<file path="config.mk">
export PLATFORM = sky130hd
export DESIGN_NAME = smc_regs
export DESIGN_NICKNAME = d
export VERILOG_FILES = /design/src/smc_pkg.sv /design/src/smc_regs.sv
export SDC_FILE = /design/constraint.sdc
export NUM_CORES = 1
export LEC_CHECK = 0
export BUFFER_PORTS_ARGS = -buffer_cell sky130_fd_sc_hd__buf_4
export CAP_MARGIN = 20
export CORE_MARGIN = 8
export CORE_UTILIZATION = 55
export DETAILED_ROUTE_END_ITERATION = 7
export PLACE_DENSITY = 0.8
export SYNTH_ARGS = -nofsm -noshare
export SYNTH_HDL_FRONTEND = slang
export SYNTH_SLANG_ARGS = --single-unit
</file>
<file path="constraint.sdc">
create_clock -name clk_sys -period 5.62 [get_ports clk_sys]
set_input_delay 0.281 -clock clk_sys [delete_from_list [all_inputs] [get_ports clk_sys]]
set_output_delay 0.281 -clock clk_sys [all_outputs]
set_load 0.02 [all_outputs]
</file>
<file path="src/smc_pkg.sv">
package smc_pkg;

    // ------------------------------------------------------------------
    // register offsets (five-bit management register address)
    // ------------------------------------------------------------------
    localparam logic [4:0] REG_ID_HIGH = 5'h02;
    localparam logic [4:0] REG_ID_LOW = 5'h03;
    localparam logic [4:0] REG_EXT_STATUS = 5'h0f;
    localparam logic [4:0] REG_LANE_EN = 5'h10;
    localparam logic [4:0] REG_GLOBAL_CFG = 5'h11;
    localparam logic [4:0] REG_BOOST_AB = 5'h12;

    // ------------------------------------------------------------------
    // reset values and writable-bit masks
    // ------------------------------------------------------------------
    localparam logic [15:0] LANE_EN_RESET = 16'hff00;
    localparam logic [15:0] GLOBAL_CFG_RESET = 16'h4380;
    localparam logic [15:0] BOOST_AB_RESET = 16'h0dbc;
    localparam logic [15:0] EXT_STATUS_VALUE = 16'h0000;
    localparam logic [15:0] LANE_EN_WMASK = 16'hff00;
    localparam logic [15:0] GLOBAL_CFG_WMASK = 16'hc3f8;
    localparam logic [15:0] BOOST_AB_WMASK = 16'h0fff;

    // ------------------------------------------------------------------
    // field positions
    // ------------------------------------------------------------------
    localparam int LANE_LSB = 8;
    localparam int CFG_TX_STYLE = 15;
    localparam int CFG_CODE_ERR = 14;
    localparam int CFG_OUT_GATE = 9;
    localparam int CFG_COMMA = 8;
    localparam int CFG_CODING = 7;
    localparam int CFG_PIN_MODE_OVERRIDE = 6;
    localparam int CFG_MODE_LSB = 4;
    localparam int CFG_SOFT_CLR = 3;
    localparam int BOOST_LSB = 10;
    localparam int BOOST_OVR = 9;
    localparam int FILL_LSB = 0;

    // ------------------------------------------------------------------
    // management frame constants
    // ------------------------------------------------------------------
    localparam logic [5:0] PREAMBLE_BITS = 6'd32;
    localparam logic [3:0] HEADER_LAST = 4'd11;
    localparam logic [3:0] DATA_LAST = 4'd15;
    localparam logic [1:0] OP_READ = 2'h2;
    localparam logic [1:0] OP_WRITE = 2'h1;

    typedef enum logic [2:0] {
        PH_PREAMBLE,
        PH_START,
        PH_HEADER,
        PH_TURN,
        PH_READ,
        PH_WRITE
    } smc_phase_t;

    // external strap and enable pins
    typedef struct packed {
        logic enable_pin;
        logic tx_clock_select_pin;
        logic code_error_report_pin;
        logic coding_select_pin;
        logic [1:0] mode_pins;
    } smc_pins_t;

    // effective controls driven to the datapath
    typedef struct packed {
        logic [7:0] lane_on;
        logic tx_individual_clock;
        logic code_error_report;
        logic par_out_en;
        logic comma_search_en;
        logic coding_en;
        logic [1:0] if_mode;
        logic [1:0] boost_ab;
        logic boost_override_ab;
        logic [8:0] fill_symbol_ab;
        logic logic_clear;
    } smc_ctrl_t;

    typedef struct packed {
        logic mdc_prev;
        smc_phase_t phase;
        logic [5:0] cnt;
        logic [11:0] hdr;
        logic [15:0] shift;
        logic rd_hit;
        logic wr_hit;
        logic [15:0] lane_en;
        logic [15:0] gcfg;
        logic [15:0] boost;
        logic mdio_out;
        logic mdio_oe;
        smc_ctrl_t ctl;
    } smc_state_t;

endpackage : smc_pkg

</file>
<file path="src/smc_regs.sv">
`timescale 1ns/1ps
// Overview of operation
// id register 0x02 returns fixed identifier bits
// id 0x03: identifier, model, revision, read-only
// extended status reads zero, writes dropped
// lane enable bits 15:8, reset to ones
// lane on only when bit and pin
// station avoids lane changes during traffic
// reserved bits read zero, writes ignored
// tx clock style bit ORed with pin
// code error report bit ORed, resets one
// parallel outputs need gate bit and pin
// alignment symbol search bit, resets one
// line coding bit ORed with pin, resets one
// override bit picks register mode over pins
// soft clear resets datapath, keeps registers
// soft clear self-clears next management clock
// station orders reset bit release carefully
// lane a/b drive boost field, resets 11
// lane a/b local boost override bit
// first fill symbol nine bits, reset K28.5
// access by clause 22 frames on mdc

module smc_regs #(
    parameter logic [15:0] ID_OUI_HIGH = 16'h1234, // arbitrary value
    parameter logic [5:0] ID_OUI_LOW = 6'h15, // arbitrary value
    parameter logic [5:0] ID_MODEL = 6'h2a, // arbitrary value
    parameter logic [3:0] ID_REVISION = 4'h3 // arbitrary value
) (
    input wire logic clk_sys,
    input wire logic rst,
    input wire logic mdc,
    input wire logic mdio_in,
    output logic mdio_out,
    output logic mdio_oe,
    input wire logic [4:0] phy_addr,
    input wire smc_pkg::smc_pins_t pins,
    output smc_pkg::smc_ctrl_t ctl
);
    import smc_pkg::*;

    // ------------------------------------------------------------------
    // state and reset image
    // ------------------------------------------------------------------
    localparam smc_ctrl_t CTL_RESET = '{
        lane_on: 8'h00,
        tx_individual_clock: 1'b0,
        code_error_report: 1'b0,
        par_out_en: 1'b0,
        comma_search_en: 1'b0,
        coding_en: 1'b0,
        if_mode: 2'h0,
        boost_ab: 2'h0,
        boost_override_ab: 1'b0,
        fill_symbol_ab: 9'h000,
        logic_clear: 1'b1
    };

    localparam smc_state_t STATE_RESET = '{
        mdc_prev: 1'b0,
        phase: PH_PREAMBLE,
        cnt: 6'h00,
        hdr: 12'h000,
        shift: 16'h0000,
        rd_hit: 1'b0,
        wr_hit: 1'b0,
        lane_en: LANE_EN_RESET,
        gcfg: GLOBAL_CFG_RESET,
        boost: BOOST_AB_RESET,
        mdio_out: 1'b0,
        mdio_oe: 1'b0,
        ctl: CTL_RESET
    };

    smc_state_t s;
    smc_state_t next_s;
    logic mdc_rise;
    logic wr_commit;
    logic [15:0] rdata;

    // ------------------------------------------------------------------
    // read data selection
    // ------------------------------------------------------------------

    // register contents by address; holes read as zero
    always_comb begin
        case (s.hdr[4:0])
            REG_ID_HIGH: rdata = ID_OUI_HIGH;
            REG_ID_LOW: rdata = {ID_OUI_LOW, ID_MODEL, ID_REVISION};
            REG_EXT_STATUS: rdata = EXT_STATUS_VALUE;
            REG_LANE_EN: rdata = s.lane_en;
            REG_GLOBAL_CFG: rdata = s.gcfg;
            REG_BOOST_AB: rdata = s.boost;
            default: rdata = 16'h0000;
        endcase
    end

    // ------------------------------------------------------------------
    // frame engine, register update and effective controls
    // ------------------------------------------------------------------

    // mdc is taken as synchronous; act once per rising edge
    assign mdc_rise = mdc & ~s.mdc_prev;
    assign wr_commit = mdc_rise && s.phase == PH_WRITE && s.wr_hit
        && s.cnt[3:0] == DATA_LAST;

    always_comb begin
        next_s = s;
        next_s.mdc_prev = mdc;

        // soft clear drops on the management edge after it was set
        if (mdc_rise && s.gcfg[CFG_SOFT_CLR]) begin
            next_s.gcfg[CFG_SOFT_CLR] = 1'b0;
        end

        if (mdc_rise) begin
            case (s.phase)
                PH_PREAMBLE: begin
                    if (mdio_in) begin
                        if (s.cnt != PREAMBLE_BITS) begin
                            next_s.cnt = s.cnt + 6'd1;
                        end
                    end else if (s.cnt == PREAMBLE_BITS) begin
                        next_s.phase = PH_START; // first start bit
                    end else begin
                        next_s.cnt = 6'h00;
                    end
                end
                PH_START: begin
                    next_s.cnt = 6'h00;
                    next_s.phase = mdio_in ? PH_HEADER : PH_PREAMBLE;
                end
                PH_HEADER: begin
                    // opcode, device address, register address
                    next_s.hdr = {s.hdr[10:0], mdio_in};
                    next_s.cnt = s.cnt + 6'd1;
                    if (s.cnt[3:0] == HEADER_LAST) begin
                        next_s.cnt = 6'h00;
                        // device address sits in bits 8:4 before last shift
                        next_s.rd_hit = s.hdr[10:9] == OP_READ
                            && s.hdr[8:4] == phy_addr;
                        next_s.wr_hit = s.hdr[10:9] == OP_WRITE
                            && s.hdr[8:4] == phy_addr;
                        next_s.phase = PH_TURN;
                        if (!(s.hdr[10:9] == OP_READ
                            || s.hdr[10:9] == OP_WRITE)) begin
                            next_s.phase = PH_PREAMBLE;
                        end
                    end
                end
                PH_TURN: begin
                    // two turnaround bits; a read drives zero on the second
                    next_s.cnt = s.cnt + 6'd1;
                    if (s.cnt == 6'h00) begin
                        next_s.mdio_oe = s.rd_hit;
                        next_s.mdio_out = 1'b0;
                        next_s.shift = rdata;
                    end else begin
                        next_s.cnt = 6'h00;
                        next_s.phase = s.rd_hit ? PH_READ : PH_WRITE;
                        next_s.mdio_out = s.shift[15];
                        next_s.shift = {s.shift[14:0], 1'b0};
                    end
                end
                PH_READ: begin
                    // sixteen data bits, most significant first
                    next_s.cnt = s.cnt + 6'd1;
                    next_s.mdio_out = s.shift[15];
                    next_s.shift = {s.shift[14:0], 1'b0};
                    if (s.cnt[3:0] == DATA_LAST) begin
                        next_s.mdio_oe = 1'b0;
                        next_s.mdio_out = 1'b0;
                        next_s.cnt = 6'h00;
                        next_s.phase = PH_PREAMBLE;
                    end
                end
                PH_WRITE: begin
                    next_s.cnt = s.cnt + 6'd1;
                    next_s.shift = {s.shift[14:0], mdio_in};
                    if (s.cnt[3:0] == DATA_LAST) begin
                        next_s.cnt = 6'h00;
                        next_s.phase = PH_PREAMBLE;
                    end
                end
                default: begin
                    next_s.phase = PH_PREAMBLE;
                    next_s.mdio_oe = 1'b0;
                end
            endcase
        end

        // masked write: read-only and reserved bits keep zero
        if (wr_commit) begin
            case (s.hdr[4:0])
                REG_LANE_EN: begin
                    next_s.lane_en = {s.shift[14:0], mdio_in}
                        & LANE_EN_WMASK;
                end
                REG_GLOBAL_CFG: begin
                    next_s.gcfg = {s.shift[14:0], mdio_in}
                        & GLOBAL_CFG_WMASK;
                end
                REG_BOOST_AB: begin
                    next_s.boost = {s.shift[14:0], mdio_in}
                        & BOOST_AB_WMASK;
                end
                default: begin
                    next_s.boost = s.boost; // id and status drop writes
                end
            endcase
        end

        // effective controls from register bits; lane, tx style, error report, gate, coding and mode also use pins
        next_s.ctl.lane_on = next_s.lane_en[LANE_LSB +: 8]
            & {8{pins.enable_pin}};
        next_s.ctl.tx_individual_clock = next_s.gcfg[CFG_TX_STYLE]
            | pins.tx_clock_select_pin;
        next_s.ctl.code_error_report = next_s.gcfg[CFG_CODE_ERR]
            | pins.code_error_report_pin;
        next_s.ctl.par_out_en = next_s.gcfg[CFG_OUT_GATE]
            & pins.enable_pin;
        next_s.ctl.comma_search_en = next_s.gcfg[CFG_COMMA];
        next_s.ctl.coding_en = next_s.gcfg[CFG_CODING]
            | pins.coding_select_pin;
        next_s.ctl.if_mode = next_s.gcfg[CFG_PIN_MODE_OVERRIDE]
            ? next_s.gcfg[CFG_MODE_LSB +: 2] : pins.mode_pins;
        next_s.ctl.boost_ab = next_s.boost[BOOST_LSB +: 2];
        next_s.ctl.boost_override_ab = next_s.boost[BOOST_OVR];
        next_s.ctl.fill_symbol_ab = next_s.boost[FILL_LSB +: 9];
        // datapath clear only; the registers above are untouched
        next_s.ctl.logic_clear = next_s.gcfg[CFG_SOFT_CLR];
    end

    // state register; hardware reset also clears the datapath
    always_ff @(posedge clk_sys or posedge rst) begin
        if (rst) begin
            s <= STATE_RESET;
        end else begin
            s <= next_s;
        end
    end

    assign mdio_out = s.mdio_out;
    assign mdio_oe = s.mdio_oe;
    assign ctl = s.ctl;
endmodule : smc_regs

</file>
==> run metrics, run 1 <==
logic gate share of total power=29.3%; Seq cells post-synth=94; sequential share of power=47.4%; CTS Sinks=94; share of the clock period used by the worst path=54.67%; Max VDD drop=0.2512 mV; area delta synth->final=6.942%; Reg2Reg Depth=4; Gate Count Post-Synth=454; DRT iter0 DRCs=260; critical path type=reg -> reg; commonest cells in the netlist=dfrtp_1 (73), nand2_1 (41), buf_4 (30), mux2_2 (28); global-route wire length before repair=16860 um; Worst Path Required=5.87 ns; status=finished, final reports clean; Final nets=480; fin crit period=3.072 ns; GPL Wtd Cong=0.8850; drt total wl=10300 um; CTS tree=yes; vias in the first global route=3457; RR Startpoint=s[100]$_DFFE_PP0P_; WHS=0.05514 ns; Clock Power Share=23.3%; largest cells by area after synthesis=dfrtp_1 (38%), dfstp_2 (11%), mux2_2 (6.6%); Syn Nets=474; # Post-CTS Setup Buffers=0; Final ANT Viol Nets=0; drt first pass iters=4; hold violation total from the final report=0; Crit. End Element=flip-flop; Worst Path Arrival=3.32 ns; yosys synthesis warning count=0; syn avg cell area=10.60 um2; Max-Cap Viols=0; Clock Skew=0.01230 ns; Syn Std Cell Area=4812 um2; Cell variety after synth=70; asr flop ratio synth=100.0%; Worst Tran Pin Value=0.8661 ns; initial antenna violation count=0; Site Rows=34; H-tree depth=3; Avg WL per Cell=17.98 um; Initial Utilization=56.00%; Cell Int Power=1.208 mW; clock tree buffer depth=2; clock slew at the register clock pins of the worst setup and hold paths=0.09 ns; CP Max Fanout=21; Min-Delay Path Class=in -> reg; global-route usage over all layers=17.94%; Synth area leader=dfrtp_1; port bufs=44; TNS Setup=0 ns; ratio of cells with drive above 1 in the final layout=27.74%; Ant. Diodes=0; max-slew violations=0; area of the die=12000 um2; worst skew pair latency=0.37 ns; reg2reg setup slack=2.55 ns; Slew HR=41.87%; largest net degree at the start of global routing=73; core box area=8593 um2; Critical Path Source Type=flip-flop; switching power=0.7303 mW; Vias=3460; Fmax=325.5 MHz; unrepaired setup endpoints after global routing=no; count leader, synth=dfrtp_1; post-DR vias/cell=6.038; Post-synth EDFFs=0; DIE HEIGHT=109.5 um; Pwr Density=376.6 nW/um2; Leakage=2.322 nW; Synth top area share=37.96%; Hold Crit Depth=1; TritonCTS Buffers=9; number of fillers in the final layout=739; HPWL Detailed=7207 um; CTS root buf=clkbuf_8; drc violations=0; hold path startpoint=mdc; IO Count=45; sequential share of the synthesized area=49.43%; Die Wd=109.5 um; Top FF cell, synth=dfrtp_1; Overflow after GRT=0; reg2reg end=ctl[11]$_DFF_PP0_; setup violators final=0; Switching Fraction=37.68%; WHS Endpoint=s[117]$_DFF_PP0_
-- state kept, by name (all words and copies together), names as in the netlist --
name	count
s	65
mdio_oe	1
mdio_out	1
ctl	27
-- power by group through the flow --
stage                     logic (mW)  clock network (mW)  registers (mW)
after floorplan                0.529                   0           0.845
after global placement         0.534                   0           0.923
after detailed placement       0.557                   0           0.927
after CTS                      0.564               0.463           0.914
after global routing           0.629               0.495           0.934
final                          0.567               0.451           0.920
-- metal layers --
layer	vias to the layer above	GRT usage [%]	part of all wire (%)
met4	0	8.872	2.7
met1	1704	21.47	42
met3	18	4.162	6.4
li1	1617	-	-
met5	-	0	0
met2	121	29.80	49
-- worst max path at each step --
stage | startpoint | to | slack (ns)
6_report | s[100]$_DFFE_PP0P_ | ctl[11]$_DFF_PP0_ | 2.55
5_1_grt | s[100]$_DFFE_PP0P_ | ctl[4]$_DFF_PP0_ | 2.39
4_1_cts | s[100]$_DFFE_PP0P_ | ctl[11]$_DFF_PP0_ | 2.58
3_5_place_dp | s[100]$_DFFE_PP0P_ | ctl[11]$_DFF_PP0_ | 2.59
3_3_place_gp | s[100]$_DFFE_PP0P_ | ctl[11]$_DFF_PP0_ | 2.79
2_1_floorplan | rst | ctl[11]$_DFF_PP0_ | 2.93
-- worst max-delay path: stages, from the launching register on --
cell     delay (ns)
dfrtp_1        0.73
nor3b_1        0.49
and4_1         0.74
nand2_1        0.56
mux2_2         0.45
-- placed cells by master, fill, tap and decap left out, types with 4 or more instances in the layout --
| cell | count |
|---|---|
| dfrtp_1 | 73 |
| buf_4 | 48 |
| nand2_1 | 41 |
| mux2_2 | 28 |
| o21ai_0 | 21 |
| dfstp_2 | 21 |
| nor2_1 | 18 |
| nand3_1 | 18 |
| a31oi_1 | 14 |
| a21oi_1 | 14 |
| nand2b_1 | 12 |
| inv_1 | 10 |
| o211ai_1 | 10 |
| clkbuf_8 | 10 |
| and3_1 | 8 |
| nor2b_1 | 6 |
| mux2i_1 | 6 |
| nand3b_1 | 5 |
| ha_1 | 5 |
| or3_1 | 4 |
| nor3_1 | 4 |
| nand4_1 | 4 |
| a21o_1 | 4 |
| a22oi_1 | 4 |
-- cell families after synthesis --
logic type / Yosys count / synth area share [%]
compound gates: 100 / 13.96
mux: 34 / 7.800
buf+inv: 66 / 8.762
xor+xnor: 5 / 0.9102
fa+ha+maj: 5 / 1.300
flops: 94 / 49.43
simple gates: 150 / 17.84
-- final cells by class --
| cell class | count | area, um2 | area share (%) |
|---|---|---|---|
| Timing Repair Buffer | 49 | 370.4 | 7.197 |
| Clock inverter | 5 | 58.81 | 1.143 |
| Inverter | 12 | 46.29 | 0.8996 |
| Tap cell | 108 | 135.1 | 2.626 |
| Sequential cell | 94 | 2379 | 46.22 |
| Clock buffer | 11 | 141.4 | 2.747 |
| Multi-Input combinational cell | 294 | 2016 | 39.17 |
-- per-stage QoR --
stage,setup WS [ns],power [mW],instances,instance area (um2),utilization [%]
2_1_floorplan,2.925,1.374,454,4812,-
3_3_place_gp,2.789,1.456,556,4936,57.44
3_5_place_dp,2.591,1.484,556,4936,57.44
4_1_cts,2.583,1.941,573,5146,59.89
5_1_grt,2.391,2.057,573,5146,59.89
6_report,2.548,1.938,573,5146,59.89
-- what timing repair did --
item	4_1_cts	5_1_grt
hold buffers	1	0
resized for setup	0	0
endpoints found under the hold margin	22	0
(Power assumes the default switching activity.)
==> inputs of run 2 (changes only) <==
ABC_AREA = 1   (was not set)
CORE_UTILIZATION = 53   (was 55)
clock period = 2.5 ns   (was 5.62 ns; I/O delays follow)
==> run 2 against run 1 <==
  * Clock-buffer cell count fell by 2
  * Clock power rose by 130%
  * Routed wire length fell by 5.8%
  * Setup slack got worse by 2.2 ns
  * Critical path type unchanged
  * Utilization fell by 0.058 points
==> run metrics, run 2 <==
status=finished, final reports clean (unchanged); CP dominant cell by count=nand2_1; number of fillers in the final layout=763 (was 739); Clock Power Share=24.5% (was 23.3%); Ant. Diodes=0 (unchanged); Reg2Reg Depth=7 (was 4); Overflow after GRT=0 (unchanged); Final nets=607 (was 480); routed wl met3=672 um (was 658 um); Final ANT Viol Nets=0 (unchanged); Cell Int Power=2.624 mW (was 1.208 mW); sequential share of power=48.5% (was 47.4%); Setup WS post-layout=0.3750 ns (was 2.548 ns); Avg WL per Cell=13.87 um (was 17.98 um); DRT iter0 DRCs=205 (was 260); max incr delay on CP=0.44 ns (was 0.74 ns); clock slew at the register clock pins of the worst setup and hold paths=0.10 ns (was 0.09 ns); final core occ=59.83% (was 59.89%); DIE HEIGHT=109.5 um (about the same); max-slew violations=0 (unchanged); syn avg cell area=8.301 um2 (was 10.60 um2); Fmax=470.6 MHz (was 325.5 MHz); worst skew pair latency=0.37 ns (about the same); CP max-delay cell=nor2_2 (was and4_1); drc violations=0 (unchanged); Crit. End Element=flip-flop (unchanged); Max VDD drop=0.4398 mV (was 0.2512 mV); crit path to=ctl[8]$_DFF_PP0_ (was ctl[11]$_DFF_PP0_); vias in the first global route=3581 (was 3457); Vias=3660 (was 3460); hold violation total from the final report=0 (unchanged); fin crit period=2.125 ns (was 3.072 ns); HPWL Detailed=6911 um (was 7207 um); Site Rows=34 (unchanged); Worst Path Required=2.80 ns (was 5.87 ns); port bufs=44 (unchanged); start point of the critical path=s[98]$_DFFE_PP0P_ (was s[100]$_DFFE_PP0P_); Min-Delay Path Class=in -> reg (unchanged); logic gate share of total power=26.9% (was 29.3%); max layer used=met4 (unchanged); worst-path cell chain=nor2_2 -> nand2_1 -> nor2_2 -> nand3_4 -> inv_1 -> nand2_1 -> nand2_1 (was nor3b_1 -> and4_1 -> nand2_1 -> mux2_2); reg2reg end=ctl[8]$_DFF_PP0_ (was ctl[11]$_DFF_PP0_); commonest non-fill, non-tap cell in the layout=nand2_1 (was dfrtp_1); Synth area leader=dfrtp_1 (unchanged); Max-Cap Viols=0 (unchanged); Die Wd=109.5 um (about the same); Pwr Density=822.8 nW/um2 (was 376.6 nW/um2); Slew HR=62.05% (was 41.87%); CTS tree=yes (unchanged); ratio of cells with drive above 1 in the final layout=19.26% (was 27.74%); met1 WL=4275 um (was 4291 um); critical path type=reg -> reg (unchanged); TNS Setup=0 ns (unchanged); cts repair resizes=0 (unchanged); CTS Sinks=94 (unchanged); post-DR vias/cell=5.229 (was 6.038); Initial Utilization=53.90% (was 56.00%); area taken by multi-input logic gates=1743 um2 (was 2016 um2); Post-synth EDFFs=0 (unchanged); RR Startpoint=s[98]$_DFFE_PP0P_ (was s[100]$_DFFE_PP0P_); Critical Path Source Type=flip-flop (unchanged); Biggest register=s (unchanged); most frequent cells in the layout=nand2_1 (168), dfrtp_1 (73), inv_1 (56), nor2_1 (52), buf_4 (47) (was dfrtp_1 (73), buf_4 (48), nand2_1 (41), mux2_2 (28)); Gate Count Post-Synth=558 (was 454); IO Count=45 (unchanged); GPL Wtd Cong=0.8762 (was 0.8850); register area=2379 um2 (unchanged); Cell variety after synth=34 (was 70); switching power=1.606 mW (was 0.7303 mW); Synth top area share=39.44% (was 37.96%); reg2reg setup slack=0.37 ns (was 2.55 ns); count leader, synth=nand2_1 (was dfrtp_1); TritonCTS Buffers=9 (unchanged); area delta synth->final=10.99% (was 6.942%); H-tree depth=3 (unchanged); asr flop ratio synth=100.0% (unchanged); Leakage=2.671 nW (was 2.322 nW); largest net degree at the start of global routing=95 (was 73); # Post-CTS Setup Buffers=0 (unchanged); drt first pass iters=5 (was 4); unrepaired setup endpoints after global routing=no (unchanged); initial antenna violation count=0 (unchanged); Syn Std Cell Area=4632 um2 (was 4812 um2); yosys synthesis warning count=0 (unchanged); clock tree buffer depth=2 (unchanged); CTS root buf=clkbuf_8 (unchanged); largest cells by area after synthesis=dfrtp_1 (39%), nand2_1 (14%), dfstp_2 (12%) (was dfrtp_1 (38%), dfstp_2 (11%), mux2_2 (6.6%)); share of the clock period used by the worst path=85.00% (was 54.67%); Switching Fraction=37.97% (was 37.68%); global-route wire length before repair=16620 um (was 16860 um); Worst Path Arrival=2.43 ns (was 3.32 ns); max reg flops=65 (unchanged); Seq cells post-synth=94 (unchanged); DP Worst Slack=0.4361 ns (was 2.591 ns); Syn Nets=578 (was 474); global-route usage over all layers=17.12% (was 17.94%); total power=4.230 mW (was 1.938 mW); CP Max Fanout=19 (was 21); Clock Skew=0.01316 ns (was 0.01230 ns); CTS Hold Bufs=7 (was 1); core box area=8593 um2 (unchanged); routed wl met2=4578 um (was 5077 um); sequential share of the synthesized area=51.35% (was 49.43%); area of the die=11990 um2 (was 12000 um2); Worst Tran Pin Value=0.5677 ns (was 0.8661 ns); commonest cells in the netlist=nand2_1 (168), dfrtp_1 (73), inv_1 (57), nor2_1 (52), a21oi_1 (35) (was dfrtp_1 (73), nand2_1 (41), buf_4 (30), mux2_2 (28)); drt total wl=9708 um (was 10300 um); setup violators final=0 (unchanged); Top FF cell, synth=dfrtp_1 (unchanged)
run 2: cell count changes after synthesis, sizes merged, moves of 14 or more:
cell   delta
mux2     -28
a21oi    +20
a31oi    -14
nor2     +41
inv      +50
o21ai    +15
nand2   +131
nand3    +17
run 2: worst min-delay path by stage:
stage / start / to / slack (ns) / depth (start not counted)
after global routing: pins[5] / ctl[26]$_DFF_PP0_ / 0.13 / 3
after floorplan: mdc / s[117]$_DFF_PP0_ / 0.16 / 0
after global placement: mdc / s[117]$_DFF_PP0_ / 0.24 / 1
after detailed placement: mdc / s[117]$_DFF_PP0_ / 0.25 / 1
final: pins[5] / ctl[23]$_DFF_PP0_ / 0.12 / 3
after CTS: pins[5] / ctl[23]$_DFF_PP0_ / 0.11 / 3
run 2: layout make-up:
class | count | share of cell area [%]
clock buffers | 9 | 2.409
clock inverters | 7 | 1.582
inverters | 62 | 4.600
multi-input cells | 365 | 33.90
flip-flops and latches | 94 | 46.26
well taps | 108 | 2.628
repair buffers | 55 | 8.615
run 2: cells by family after synthesis:
logic type,synth area share [%]
flip-flops,51.35
adder cells (fa/ha/maj),1.351
XOR/XNOR,0.9456
buffers and inverters,11.02
AND/OR/NAND/NOR,26.36
AO/OA/AOI/OAI,8.969
run 2: power groups by stage:
stage / sequential (mW) / clock [mW] / combinational (mW)
4_1_cts: 2.04 / 1.06 / 1.13
6_report: 2.05 / 1.04 / 1.14
3_3_place_gp: 2.06 / 0 / 1.07
3_5_place_dp: 2.07 / 0 / 1.12
2_1_floorplan: 1.99 / 0 / 0.883
5_1_grt: 2.09 / 1.12 / 1.29
run 2: layer usage:
| metal | GRT usage [%] | vias up |
|---|---|---|
| li1 | - | 1787 |
| met1 | 22.69 | 1731 |
| met2 | 27.05 | 123 |
| met3 | 3.517 | 19 |
| met4 | 6.654 | 0 |
| met5 | 0 | - |
run 2: metrics by stage:
stage          instance area [um2]  hold WS [ns]  cells
2_1_floorplan                 4636        0.1564    558
3_3_place_gp                  4866        0.2436    677
3_5_place_dp                  4866        0.2453    677
4_1_cts                       5141        0.1114    700
5_1_grt                       5141        0.1294    700
6_report                      5141        0.1206    700
run 2: worst max-delay path: cells and delay by family (launching register included):
kind	cells	cell delay, ns
AND/OR/NAND/NOR	6	1.37
flip-flops	1	0.41
buffers and inverters	1	0.27
